## config.mk

```make
export PLATFORM = sky130hd
export DESIGN_NAME = hue_top
export DESIGN_NICKNAME = d
export VERILOG_FILES = /design/src/design/hue_pkg.sv /design/src/design/hue_top.sv
export SDC_FILE = /design/constraint.sdc
export NUM_CORES = 1
export LEC_CHECK = 0
export BUFFER_PORTS_ARGS = -buffer_cell sky130_fd_sc_hd__buf_2
export CAP_MARGIN = 25
export CORE_UTILIZATION = 49
export DETAILED_ROUTE_END_ITERATION = 10
export GPL_TIMING_DRIVEN = 0
export PLACE_DENSITY = 0.65
export SYNTH_ARGS = -nofsm -noshare
export SYNTH_HDL_FRONTEND = slang
export SYNTH_SLANG_ARGS = --single-unit
```

## constraint.sdc

```tcl
create_clock -name clk -period 4.6 [get_ports clk]
set_input_delay 0.23 -clock clk [delete_from_list [all_inputs] [get_ports clk]]
set_output_delay 0.23 -clock clk [all_outputs]
set_load 0.05 [all_outputs]
```

## src/design/hue_pkg.sv

```systemverilog
`default_nettype none
package hue_pkg;
    // register offsets (host address)
    localparam logic [2:0] OFS_DATA = 3'h0;  // receive_buffer / transmit_holding / divisor_low_byte
    localparam logic [2:0] OFS_IER  = 3'h1;  // interrupt_enable / divisor_high_byte
    localparam logic [2:0] OFS_IIR  = 3'h2;  // interrupt_identification / fifo_control
    localparam logic [2:0] OFS_LCR  = 3'h3;  // line_control
    localparam logic [2:0] OFS_MCR  = 3'h4;  // modem_control / extended_status_control
    localparam logic [2:0] OFS_LSR  = 3'h5;  // line_status
    localparam logic [2:0] OFS_MSR  = 3'h6;  // modem_status
    localparam logic [2:0] OFS_SCR  = 3'h7;  // scratch / extended_divisor
    // interrupt identification codes, bits 3:1
    localparam logic [2:0] ID_LINE  = 3'h3;
    localparam logic [2:0] ID_RXTRG = 3'h2;
    localparam logic [2:0] ID_RXTMO = 3'h6;
    localparam logic [2:0] ID_TRANSMIT_HOLDING_EMPTY_FLAG  = 3'h1;
    localparam logic [2:0] ID_MDM   = 3'h0;
    // field positions
    localparam int FCR_EN    = 0;
    localparam int FCR_RXRST = 1;
    localparam int FCR_TXRST = 2;
    localparam int FCR_MODE  = 3;
    localparam int LCR_DIVISOR_ACCESS_BIT  = 7;
    localparam int LCR_BRK   = 6;
    localparam int MCR_LOOP  = 4;
    localparam int MCR_INTEN = 3;
    localparam int MCX_TMREN = 0;
    localparam int MCX_RXSH  = 1;
    localparam int MCX_TXSH  = 2;
    // reset values
    localparam logic [7:0] RST_ZERO = 8'h00;
    localparam logic [7:0] RST_SCR  = 8'hFF;
    // receive timer interval, ns, and cycles at 25 MHz
    localparam int CLK_NS       = 40;
    localparam int RX_DELAY_NS  = 400;
    localparam int RX_DELAY_CYC = (RX_DELAY_NS + CLK_NS - 1) / CLK_NS;
endpackage : hue_pkg
`default_nettype wire

```

## src/design/hue_top.sv

```systemverilog
// Our own choice: the plain strobed port.
`default_nettype none
module hue_top
    import hue_pkg::*;
#(
    parameter int DEPTH = 16,            // fifo depth
    parameter int AW    = 4              // fifo pointer width
) (
    input  wire  logic       clk,
    input  wire  logic       rst,
    // host register port
    input  wire  logic [2:0] host_addr,
    input  wire  logic [7:0] host_wdata,
    input  wire  logic       host_wr,
    input  wire  logic       host_rd,
    output logic       [7:0] host_rdata,
    output logic             host_irq,
    output logic             irq_tristate_n,
    // controller side
    input  wire  logic       ctl_rx_wr,
    input  wire  logic [7:0] ctl_rx_data,
    input  wire  logic       ctl_err_wr,
    input  wire  logic [2:0] ctl_err_bits,
    input  wire  logic       ctl_rx_timeout,
    input  wire  logic       ctl_tx_rd,
    output logic       [7:0] ctl_tx_data,
    output logic             ctl_tx_avail,
    output logic             ctl_data_ready,
    // modem status inputs and control outputs
    input  wire  logic       cts_in,
    input  wire  logic       dsr_in,
    input  wire  logic       ri_in,
    input  wire  logic       dcd_in,
    output logic       [3:0] modem_ctl_out,
    output logic             break_out,
    output logic       [2:0] parity_ctl
);
    // full depth needs the extra pointer bit; an AW-wide cast would wrap to zero
    localparam logic [AW:0] CAP_FULL = (AW+1)'(DEPTH);

    // trigger level decode, used for rx and tx
    function automatic logic [AW:0] trig_lvl(input logic [1:0] sel);
        unique case (sel)
            2'b00:   trig_lvl = (AW+1)'(1);
            2'b01:   trig_lvl = (AW+1)'(4);
            2'b10:   trig_lvl = (AW+1)'(8);
            default: trig_lvl = (AW+1)'(14);
        endcase
    endfunction : trig_lvl

    logic [7:0]    ier_reg, lcr_reg, mcr_reg, scr_reg;    // general set
    logic [7:0]    dll_reg, dlm_reg, dlx_reg, mcx_reg;    // special set
    logic          fen_reg, mode_reg;                    // fifo enable, multi-byte mode
    logic [1:0]    trg_reg;                              // trigger select
    logic [10:0]   rx_mem [DEPTH];                       // {err[2:0], data}
    logic [7:0]    tx_mem [DEPTH];
    logic [AW-1:0] rx_wp_reg, rx_rp_reg, tx_wp_reg, tx_rp_reg;
    logic [AW:0]   rx_cnt_reg, tx_cnt_reg, err_cnt_reg;
    logic [2:0]    shadow_err_reg;                       // errors for next byte
    logic [2:0]    lsr_err_reg;                          // lsr bits 4:2
    logic          head_seen_reg;                        // head byte flags already loaded
    logic          overrun_reg, transmit_holding_empty_flag_reg, transmit_holding_empty_flag_int_reg, tmo_reg, host_dr_reg;
    logic [$clog2(RX_DELAY_CYC+1)-1:0] dly_reg;          // receive timer
    logic [3:0]    msr_delta_reg, msr_prev_reg;

    // decode
    wire divisor_access_bit     = lcr_reg[LCR_DIVISOR_ACCESS_BIT];
    wire loop     = mcr_reg[MCR_LOOP];
    wire fmode    = fen_reg & mode_reg;
    wire rd_data  = host_rd & host_addr == OFS_DATA & ~divisor_access_bit;
    wire wr_data  = host_wr & host_addr == OFS_DATA & ~divisor_access_bit;
    wire rd_iir   = host_rd & host_addr == OFS_IIR;
    wire wr_fcr   = host_wr & host_addr == OFS_IIR;
    wire rd_lsr   = host_rd & host_addr == OFS_LSR;
    wire rd_msr   = host_rd & host_addr == OFS_MSR;
    wire rd_mcx   = host_rd & host_addr == OFS_MCR & divisor_access_bit;
    wire fen_chg  = wr_fcr & host_wdata[FCR_EN] != fen_reg;
    wire prog     = wr_fcr & host_wdata[FCR_EN];
    wire rx_flush = fen_chg | (prog & host_wdata[FCR_RXRST]);
    wire tx_flush = fen_chg | (prog & host_wdata[FCR_TXRST]);
    wire [AW:0] cap  = fmode ? CAP_FULL : (AW+1)'(1);               // single byte buffer
    wire [AW:0] trig = trig_lvl(trg_reg);

    // receive push: controller or host loopback
    wire       rx_req  = loop ? wr_data : ctl_rx_wr;
    wire [7:0] rx_byte = loop ? host_wdata : ctl_rx_data;
    wire       rx_full = rx_cnt_reg >= cap;
    wire       rx_push = rx_req & ~rx_full & ~rx_flush;
    wire       rx_pop  = rd_data & rx_cnt_reg != '0 & ~rx_flush;
    wire [10:0] rx_head = rx_mem[rx_rp_reg];
    wire [2:0] push_err = loop ? 3'h0 : shadow_err_reg;
    wire       tx_push = wr_data & ~loop & tx_cnt_reg < cap & ~tx_flush;
    wire       tx_pop  = ctl_tx_rd & tx_cnt_reg != '0 & ~tx_flush;

    // modem status view, null-modem twist in loopback
    wire [3:0] msr_now = loop ? {mcr_reg[3], mcr_reg[2], mcr_reg[0], mcr_reg[1]}
                              : {dcd_in, ri_in, dsr_in, cts_in};

    // interrupt sources, each gated by its enable
    wire src_line = ier_reg[2] & (overrun_reg | lsr_err_reg != 3'h0);
    wire src_rxt  = ier_reg[0] & host_dr_reg & (~fmode | rx_cnt_reg >= trig);
    wire src_tmo  = ier_reg[0] & tmo_reg;
    wire src_thr  = ier_reg[1] & transmit_holding_empty_flag_int_reg;
    wire src_mdm  = ier_reg[3] & msr_delta_reg != 4'h0;
    wire pending  = src_line | src_rxt | src_tmo | src_thr | src_mdm;
    logic [2:0] iid;

    // priority encoder
    always_comb begin
        if (src_line) begin
            iid = ID_LINE;
        end else if (src_rxt) begin
            iid = ID_RXTRG;
        end else if (src_tmo) begin
            iid = ID_RXTMO;
        end else if (src_thr) begin
            iid = ID_TRANSMIT_HOLDING_EMPTY_FLAG;
        end else begin
            iid = ID_MDM;
        end
    end

    // iir snapshot: captured in the read cycle, so late events wait
    wire [7:0] iir_val = {fmode, fmode, 2'b00, iid, ~pending};
    wire       thr_ack = rd_iir & pending & iid == ID_TRANSMIT_HOLDING_EMPTY_FLAG;
    // enabling the source while the holding side is empty raises it at once
    wire       thr_arm = host_wr & host_addr == OFS_IER & ~divisor_access_bit
                       & host_wdata[1] & ~ier_reg[1] & tx_cnt_reg == '0;

    // host write registers
    always_ff @(posedge clk) begin
        if (rst) begin
            ier_reg <= RST_ZERO;
            lcr_reg <= RST_ZERO;
            mcr_reg <= RST_ZERO;
            scr_reg <= RST_SCR;
            dll_reg <= RST_ZERO;
            dlm_reg <= RST_ZERO;
            dlx_reg <= RST_ZERO;
            fen_reg <= 1'b0;
            mode_reg <= 1'b0;
            trg_reg <= 2'b00;
        end else if (host_wr) begin
            unique case (host_addr)
                OFS_DATA: if (divisor_access_bit) dll_reg <= host_wdata;
                OFS_IER:  begin
                    if (divisor_access_bit) dlm_reg <= host_wdata;
                    else ier_reg <= {4'h0, host_wdata[3:0]};
                end
                OFS_IIR:  begin
                    fen_reg <= host_wdata[FCR_EN];
                    if (host_wdata[FCR_EN]) begin
                        trg_reg  <= host_wdata[7:6];
                        mode_reg <= host_wdata[FCR_MODE];
                    end
                end
                OFS_LCR:  lcr_reg <= {host_wdata[7:3], 1'b0, host_wdata[1:0]};
                OFS_MCR:  if (!divisor_access_bit) mcr_reg <= {3'h0, host_wdata[4:0]};
                OFS_SCR:  begin
                    if (divisor_access_bit) dlx_reg <= host_wdata;
                    else scr_reg <= host_wdata;
                end
                default:  ;                                                     // lsr, msr writes ignored
            endcase
        end
    end

    // extended status/control: timer enable plus reset shadows
    always_ff @(posedge clk) begin
        if (rst) begin
            mcx_reg <= RST_ZERO;
        end else begin
            if (host_wr && host_addr == OFS_MCR && divisor_access_bit) begin
                mcx_reg[MCX_TMREN] <= host_wdata[MCX_TMREN];
            end
            // shadow set wins over the clearing read
            if (prog && host_wdata[FCR_RXRST]) begin
                mcx_reg[MCX_RXSH] <= 1'b1;
            end else if (rd_mcx) begin
                mcx_reg[MCX_RXSH] <= 1'b0;
            end
            if (prog && host_wdata[FCR_TXRST]) begin
                mcx_reg[MCX_TXSH] <= 1'b1;
            end else if (rd_mcx) begin
                mcx_reg[MCX_TXSH] <= 1'b0;
            end
        end
    end

    // receive fifo pointers and counts
    always_ff @(posedge clk) begin
        if (rst || rx_flush) begin
            rx_wp_reg   <= '0;
            rx_rp_reg   <= '0;
            rx_cnt_reg  <= '0;
            err_cnt_reg <= '0;
        end else begin
            if (rx_push) rx_wp_reg <= rx_wp_reg + AW'(1);
            if (rx_pop) rx_rp_reg <= rx_rp_reg + AW'(1);
            rx_cnt_reg <= rx_cnt_reg + (AW+1)'(rx_push) - (AW+1)'(rx_pop);
            // count of erroneous bytes still held
            err_cnt_reg <= err_cnt_reg + (AW+1)'(rx_push & push_err != 3'h0)
                         - (AW+1)'(rx_pop & rx_head[10:8] != 3'h0);
        end
    end

    // receive storage, error flags travel with the byte
    always_ff @(posedge clk) begin
        if (rx_push) rx_mem[rx_wp_reg] <= {push_err, rx_byte};
    end

    // shadow error bits from the controller
    always_ff @(posedge clk) begin
        if (rst || rx_flush) begin
            shadow_err_reg <= 3'h0;
        end else if (ctl_err_wr) begin
            shadow_err_reg <= ctl_err_bits;
        end else if (ctl_rx_wr) begin
            shadow_err_reg <= 3'h0;
        end
    end

    // head byte flags load once, so an lsr read really clears them
    always_ff @(posedge clk) begin
        if (rst || rx_flush || rx_pop) begin
            head_seen_reg <= 1'b0;                                             // next head reloads
        end else if (rx_cnt_reg != '0) begin
            head_seen_reg <= 1'b1;
        end
    end

    // host-visible error bits: head byte errors, set wins over lsr read
    always_ff @(posedge clk) begin
        if (rst || fen_chg) begin
            lsr_err_reg <= 3'h0;
            overrun_reg <= 1'b0;
        end else begin
            lsr_err_reg <= (rd_lsr ? 3'h0 : lsr_err_reg)
                         | (rx_cnt_reg != '0 && !head_seen_reg ? rx_head[10:8] : 3'h0);
            overrun_reg <= (rx_req & rx_full) | (overrun_reg & ~rd_lsr);
        end
    end

    // data ready, delayed by receive timer when enabled
    always_ff @(posedge clk) begin
        if (rst || rx_flush) begin
            host_dr_reg <= 1'b0;
            dly_reg     <= '0;
        end else if (rx_cnt_reg == '0 || (rx_pop && rx_cnt_reg == (AW+1)'(1) && !rx_push)) begin
            host_dr_reg <= 1'b0;
            dly_reg     <= ($bits(dly_reg))'(RX_DELAY_CYC);
        end else if (!mcx_reg[MCX_TMREN] || dly_reg == '0) begin
            host_dr_reg <= 1'b1;
        end else begin
            dly_reg <= dly_reg - ($bits(dly_reg))'(1);
        end
    end

    // receiver timeout flag
    always_ff @(posedge clk) begin
        if (rst || rx_flush) begin
            tmo_reg <= 1'b0;
        end else if (ctl_rx_timeout && rx_cnt_reg != '0) begin
            tmo_reg <= 1'b1;
        end else if (rx_pop) begin
            tmo_reg <= 1'b0;
        end
    end

    // transmit fifo
    always_ff @(posedge clk) begin
        if (rst || tx_flush) begin
            tx_wp_reg  <= '0;
            tx_rp_reg  <= '0;
            tx_cnt_reg <= '0;
        end else begin
            if (tx_push) tx_wp_reg <= tx_wp_reg + AW'(1);
            if (tx_pop) tx_rp_reg <= tx_rp_reg + AW'(1);
            tx_cnt_reg <= tx_cnt_reg + (AW+1)'(tx_push) - (AW+1)'(tx_pop);
        end
    end

    always_ff @(posedge clk) begin
        if (tx_push) tx_mem[tx_wp_reg] <= host_wdata;
    end

    // byte handed to the controller, held until next pop
    always_ff @(posedge clk) begin
        if (rst) begin
            ctl_tx_data <= 8'h00;
        end else if (tx_pop) begin
            ctl_tx_data <= tx_mem[tx_rp_reg];
        end
    end

    // holding-empty flag; fifo mode only clears once trigger met
    wire tx_drained = tx_pop && tx_cnt_reg == (AW+1)'(1) && !tx_push;
    wire transmit_holding_empty_flag_set   = tx_drained | tx_flush;
    always_ff @(posedge clk) begin
        if (rst) begin
            transmit_holding_empty_flag_reg <= 1'b1;
        end else if (transmit_holding_empty_flag_set) begin
            transmit_holding_empty_flag_reg <= 1'b1;
        end else if (!fmode && tx_push) begin
            transmit_holding_empty_flag_reg <= 1'b0;
        end else if (fmode && tx_cnt_reg + (AW+1)'(tx_push) >= trig) begin
            transmit_holding_empty_flag_reg <= 1'b0;
        end
    end

    // thr-empty interrupt event, set wins over its clears
    always_ff @(posedge clk) begin
        if (rst || fen_chg) begin
            transmit_holding_empty_flag_int_reg <= 1'b0;
        end else if (tx_drained || thr_arm) begin
            transmit_holding_empty_flag_int_reg <= 1'b1;
        end else if (wr_data || thr_ack) begin
            transmit_holding_empty_flag_int_reg <= 1'b0;
        end
    end

    // modem status deltas; ring uses trailing edge
    always_ff @(posedge clk) begin
        if (rst) begin
            msr_prev_reg  <= 4'h0;
            msr_delta_reg <= 4'h0;
        end else begin
            msr_prev_reg <= msr_now;
            if (fen_chg) begin
                msr_delta_reg <= 4'h0;
            end else begin
                msr_delta_reg <= (rd_msr ? 4'h0 : msr_delta_reg)
                               | {msr_now[3] ^ msr_prev_reg[3], msr_prev_reg[2] & ~msr_now[2],
                                  msr_now[1] ^ msr_prev_reg[1], msr_now[0] ^ msr_prev_reg[0]};
            end
        end
    end

    // read data, valid the cycle after the strobe
    always_ff @(posedge clk) begin
        if (rst) begin
            host_rdata <= 8'h00;
        end else if (host_rd) begin
            unique case (host_addr)
                OFS_DATA: host_rdata <= divisor_access_bit ? dll_reg : rx_head[7:0];
                OFS_IER:  host_rdata <= divisor_access_bit ? dlm_reg : ier_reg;
                OFS_IIR:  host_rdata <= iir_val;
                OFS_LCR:  host_rdata <= lcr_reg;
                OFS_MCR:  host_rdata <= divisor_access_bit ? mcx_reg : mcr_reg;
                OFS_LSR:  host_rdata <= {err_cnt_reg != '0, transmit_holding_empty_flag_reg, transmit_holding_empty_flag_reg,
                                         lsr_err_reg, overrun_reg, host_dr_reg};
                OFS_MSR:  host_rdata <= {msr_now, msr_delta_reg};
                default:  host_rdata <= divisor_access_bit ? dlx_reg : scr_reg;
            endcase
        end
    end

    // interrupt line and status outputs
    always_ff @(posedge clk) begin
        if (rst) begin
            host_irq       <= 1'b0;
            ctl_data_ready <= 1'b0;
            ctl_tx_avail   <= 1'b0;
        end else begin
            host_irq       <= pending;
            ctl_data_ready <= rx_cnt_reg + (AW+1)'(rx_push) - (AW+1)'(rx_pop) != '0;
            ctl_tx_avail   <= tx_cnt_reg + (AW+1)'(tx_push) - (AW+1)'(tx_pop) != '0;
        end
    end

    // control outputs straight from registers
    assign irq_tristate_n = mcr_reg[MCR_INTEN];
    assign modem_ctl_out  = loop ? 4'h0 : mcr_reg[3:0];
    assign break_out      = lcr_reg[LCR_BRK];
    assign parity_ctl     = (lcr_reg[1:0] == 2'b10) ? lcr_reg[5:3] : 3'h0;
endmodule : hue_top
`default_nettype wire

```

# Yosys cells after proc, flatten, opt, wreduce, memory -nomap -nowiden
# Memories as Yosys holds them, arrays and structs flattened. A register that Yosys moved wholly into a read port is not among the register bits.
# Cells that the tools add are included.
# op_classes
n_addsub	11
magnitude_cmp	4
eq_ne	15
n_mux	39
bitwise_logic	67
n_reduce_logical	57
# ops
cell	count
$pmux W8 S7	1
$and A1 B1 Y1	42
$mux W8	4
$mux W4	7
$mux W3	9
$reduce_bool A5 Y1	5
$reduce_and A3 Y1	7
$add A4 B1 Y4 const B	4
$add A5 B1 Y5	3
$ge A5 B5 Y1	3
$mux W1	15
$sub A5 B1 Y5	3
$eq A3 B3 Y1 const B	4
$logic_and A1 B1 Y1	12
$pmux W4 S3	1
$reduce_bool A2 Y1	6
$eq A5 B1 Y1 const B	2
$logic_not A5 Y1	2
$mux W5	2
$not A1 Y1	10
$or A1 B1 Y1	10
$reduce_bool A3 Y1	3
$logic_or A1 B1 Y1	8
$eq A3 B1 Y1 const B	2
other kinds (17)	28
# totals
register_bits	121
ram_bits	304
output_inout_bits	28
word_cells	231
memories	2
# memory_table
memory	words	width	rd	rd_clocked_by_memory_dff	wr	line	text
rx_mem	16	11	1	1	1	hue_top.sv:55	logic [10:0] rx_mem [DEPTH];
tx_mem	16	8	1	1	1	hue_top.sv:56	logic [7:0] tx_mem [DEPTH];

# Depth between registers and ports, before layout
# depth
word_depth	14
ltp_mapped	19
mapped_depth_nobuf	17

# Worst setup path before layout
# OpenSTA, ideal clock, no wires.
# synth_timing
path_kind	register -> register
from	register fen_reg
to	register ctl_data_ready
setup_ns	0.138
t_arrival_ns	3.270
slack_ns	1.192
stages_incl_launch_ff	20
n_path_buf	2
synth_period_minus_slack_ns	3.408
path_cell_list	dfxtp_1 buf_2 nand2_1 ha_1 nand3b_1 o2111ai_1 a2111oi_2 buf_2 inv_1 ha_1 inv_1 ha_1 inv_1 fa_1 nor2_1 nor2_1 nor2_1 nor2_1 xnor2_1 a41oi_1
# synth_via
elab_chain_len	9
elab_cells_between_ends	14
# synth_rtl
item	line	text
start: declaration	hue_top.sv:53	logic fen_reg, mode_reg;
start signal: assignment	hue_top.sv:151	fen_reg <= host_wdata[FCR_EN];
$and A1 B1 Y1	hue_top.sv:69	wire fmode = fen_reg & mode_reg;
$mux W5	hue_top.sv:81	wire [AW:0] cap = fmode ? CAP_FULL : (AW+1)'(1);
$ge A5 B5 Y1	hue_top.sv:87	wire rx_full = rx_cnt_reg >= cap;
$not A1 Y1	hue_top.sv:88	wire rx_push = rx_req & ~rx_full & ~rx_flush;
$and A1 B1 Y1 (2 in series)	hue_top.sv:88	
$add A5 B1 Y5	hue_top.sv:366	ctl_data_ready <= rx_cnt_reg + (AW+1)'(rx_push) - (AW+1)'(rx_pop) != '0;
$sub A5 B1 Y5 (*)	hue_top.sv:366	
$reduce_bool A5 Y1 (*)	hue_top.sv:366	
end signal: assignment	hue_top.sv:362	ctl_data_ready <= 1'b0;
end signal: assignment	hue_top.sv:366	
end: declaration	hue_top.sv:28	output logic ctl_data_ready,
# Mark *: on every way between the ends. The rest lies on a longest branch, timed or not.
# A chain may end at the register's enable or synchronous reset.

# Worst setup path after layout
# Ends and elaborated chain as after synthesis.

==> run_results.csv <==
group,metric,value,unit
sta,tightestPinTransition,1025,ps
sta,rsz0062_at_grt,"false",
worst_setup_path,cp_num_buf_inv,5,
hold_path,hold_path_depth,1,
route,dr.pass1.iters,5,
yosys,syn-instance-count,1271,
final_layout,nNetsFinal,1478,
worst_setup_path,crit_path_top_delay_cell,"a2111oi_2",
sta,final.period_utilization,90.71,%
clock_network,cts.htree.levels,2,
placement,place_inst,1813,
worst_setup_path,critPathTopFamily,"adder cells",
yosys,syn_area,18360,um2
yosys,synth_common_cells,"304 x edfxtp_1, 150 x nor2_1, 133 x dfxtp_1",
clock_network,clk_pin_slew,60,ps
power_and_ir_drop,power,0.01009,W
route,wl,45810,um
global_route,antenna_found_initial,1,
placement,place_congestion,0.9317,
worst_setup_path,r2r-start,"fen_reg",
sta,finalSetupTns,0,ps
worst_setup_path,cp-start-kind,"flip-flop",
worst_setup_path,cp_max_fo,10,
yosys,synth-edff-count,304,
sta,timing.hold.ws,61.50,ps
worst_setup_path,startpoint,"fen_reg",
yosys,yosys-top-cells-area,"edfxtp_1 50%, dfxtp_1 15%, mux4_2 11%",
yosys,yosys.area.top_type_share,49.73,%
job,drv_cap,0,
placement,hpwl,30780,um
clock_network,clock_latency,570,ps
power_and_ir_drop,internal_power,0.007335,W
yosys,synth.most_common_cell,"edfxtp_1",
worst_setup_path,max_stage_delay,460,ps
global_route,grt_pass1_wl,68900,um
clock_network,clk_path_buf_depth,3,
worst_setup_path,worst-r2r-setup-slack,430,ps
floorplan,die_width,195.6,um
yosys,postSynth.asyncResetShare,0,%
worst_setup_path,cp-end-kind,"flip-flop",
placement,io_buffers,59,
route,ant_nets,0,
clock_network,root_buffer,"clkbuf_16",
worst_setup_path,cpMostUsedCell,"nor2_1",
sta,fmax,0.2397,GHz
floorplan,die_area,38240,um2
worst_setup_path,critical_path_required,5020,ps
power_and_ir_drop,sw_frac_of_total,27.27,%
power_and_ir_drop,p_sw,0.002751,W
run_status,status,"complete, no violations",
yosys,syn_nets,1345,
final_layout,area_growth,14.26,%
clock_network,cts_setup_buffers,0,
power_and_ir_drop,power.leakage,7.180,nW
clock_network,cts_buffers,45,
yosys,ys_seq_elements,437,
global_route,grt_usage,24.61,%
final_layout,drive_above_1_share,19.55,%
sta,timing.final.crit_period,4173,ps
worst_setup_path,path_class,"reg2reg",
worst_setup_path,path_cells,"buf_2, nand2_1, ha_1, nand3b_1, o2111ai_1, a2111oi_2, buf_2, inv_1, ha_1, inv_1, ha_1, inv_1, fa_1, nor2_1, nor2_1, nor2_1, nor2_1, xnor2_1, a41oi_1",
route,vias_per_cell,5.927,
floorplan,rows,70,
power_and_ir_drop,combPwrFrac,19.1,%
sta,setup_violations,0,
sta,finalHoldViolations,0,
global_route,grt_max_degree,24,
final_layout,regMostFlops,"rx_mem",
floorplan,core,36700,um2
power_and_ir_drop,ir_drop,0.3210,mV
yosys,synth_ff_type,"edfxtp_1",
worst_setup_path,cp.depth,19,
final_layout,diodes,0,
final_layout,finish.utilization,57.16,%
worst_setup_path,critPathArrivalTime,4600,ps
clock_network,cts_resized,0,
floorplan,start_util,50.02,%
final_layout,largestRegisters,"rx_mem (176), tx_mem (128)",
clock_network,cts.sinks,437,
power_and_ir_drop,powerDensity,480.9,nW/um2
global_route,grt_pass1_vias,11028,
floorplan,boundaryPins,62,
worst_setup_path,crit_end,"ctl_data_ready",
global_route,overflow,0,
power_and_ir_drop,p_seq_share,45.4,%
final_layout,final-instance-count-excl-fill,1905,
power_and_ir_drop,clkPwrFrac,35.5,%
final_layout,largest_register_ffs,176,
yosys,yosysWarnings,0,
route,wl_per_cell,24.05,um
yosys,syn_avg_cell_area,14.44,um2
worst_setup_path,r2r_end,"ctl_data_ready",
clock_network,cts_tree,"built",
route,drt-initial-drc-count,1001,
yosys,ys_seq_area_share,64.23,%
route,drc,0,
sta,finClkSkew,17.12,ps
floorplan,dieHeight,195.6,um
hold_path,hold_path_class,"in2reg",
sta,relSlewSlack,29.93,%
sta,slew_violations,0,
yosys,synth_top_cell_by_area,"edfxtp_1",
route,num_vias,11291,
worst_setup_path,reg2reg_depth,19,
yosys,ys_types,69,
## stage by stage
| stage | instance area, um2 | setup slack, ps |
|---|---|---|
| final | 20980 | 427.4 |
| after CTS | 20970 | 383.8 |
| after floorplan | 18360 | 1192 |
| after detailed placement | 19420 | 415.8 |
| after global routing | 20980 | 149.3 |
| after global placement | 19240 | 291.0 |
## layout by cell type (no fill, tap or decap), types with 12 or more instances in the layout
cell type and instances:
edfxtp_1 304, nor2_1 145, dfxtp_1 133, mux4_2 88, buf_2 83, nand2_1 72, mux2i_1 55, a21oi_1 49
clkbuf_16 47, clkbuf_1 42, inv_1 38, ha_1 38, nor2b_1 33, o21ai_0 22, xnor2_1 18, a22oi_1 17
nand3_1 16, nor3_1 15, xor2_1 15, nand2b_1 13, mux2_2 13, buf_1 12
## cells by family (layout without fill, tap and decap cells)
group                    after synthesis  after routing  synth area share (%)
multiplexers                         156            156                 14.59
buffers and inverters                108            274                 2.461
adder cells (fa/ha/maj)               41             41                 2.863
AO/OA/AOI/OAI                        147            147                 5.330
AND/OR/NAND/NOR                      349            349                 8.949
XOR/XNOR                              33             33                 1.574
flip-flops                           437            437                 64.23
## repair_timing
item	CTS	global route
hold buffers	11	0
endpoints found under the setup margin	0	0
endpoints found under the hold margin	8	0
## worst min path at each step
stage,from,end,slack [ps]
2_1_floorplan,host_wdata[0],tx_mem[0][0],330
3_3_place_gp,msr_prev_reg[2],msr_delta_reg[2],450
3_5_place_dp,mcx_reg[1],mcx_reg[1],460
4_1_cts,host_wdata[3],tx_mem[14][3],40
5_1_grt,host_wdata[3],tx_mem[14][3],70
6_report,host_wdata[3],tx_mem[14][3],60
## layout make-up
type                       count  area [um2]
buffer                        70       309.0
multi-input combinational    726        6157
clock buffer                  58        1227
timing repair buffer          86       554.3
clock inverter                22       207.7
inverter                      38       142.6
sequential                   437       11790
fill                        2982       15720
tap                          468       585.6
## power groups by stage
stage	combinational (W)	clock (W)	sequential, W
finish	0.00193	0.00358	0.00458
global route	0.00212	0.00378	0.00460
CTS	0.00194	0.00365	0.00457
detailed placement	0.00192	0	0.00466
global placement	0.00187	0	0.00465
floorplan	0.00129	0	0.00474
## layer usage
layer / share of wire, % / track usage [%]
met5: 0 / 0
met4: 3.0 / 8.691
met3: 6.1 / 3.679
met2: 47 / 39.05
met1: 44 / 34.74
Note: power is estimated with default switching activity, not from simulation.
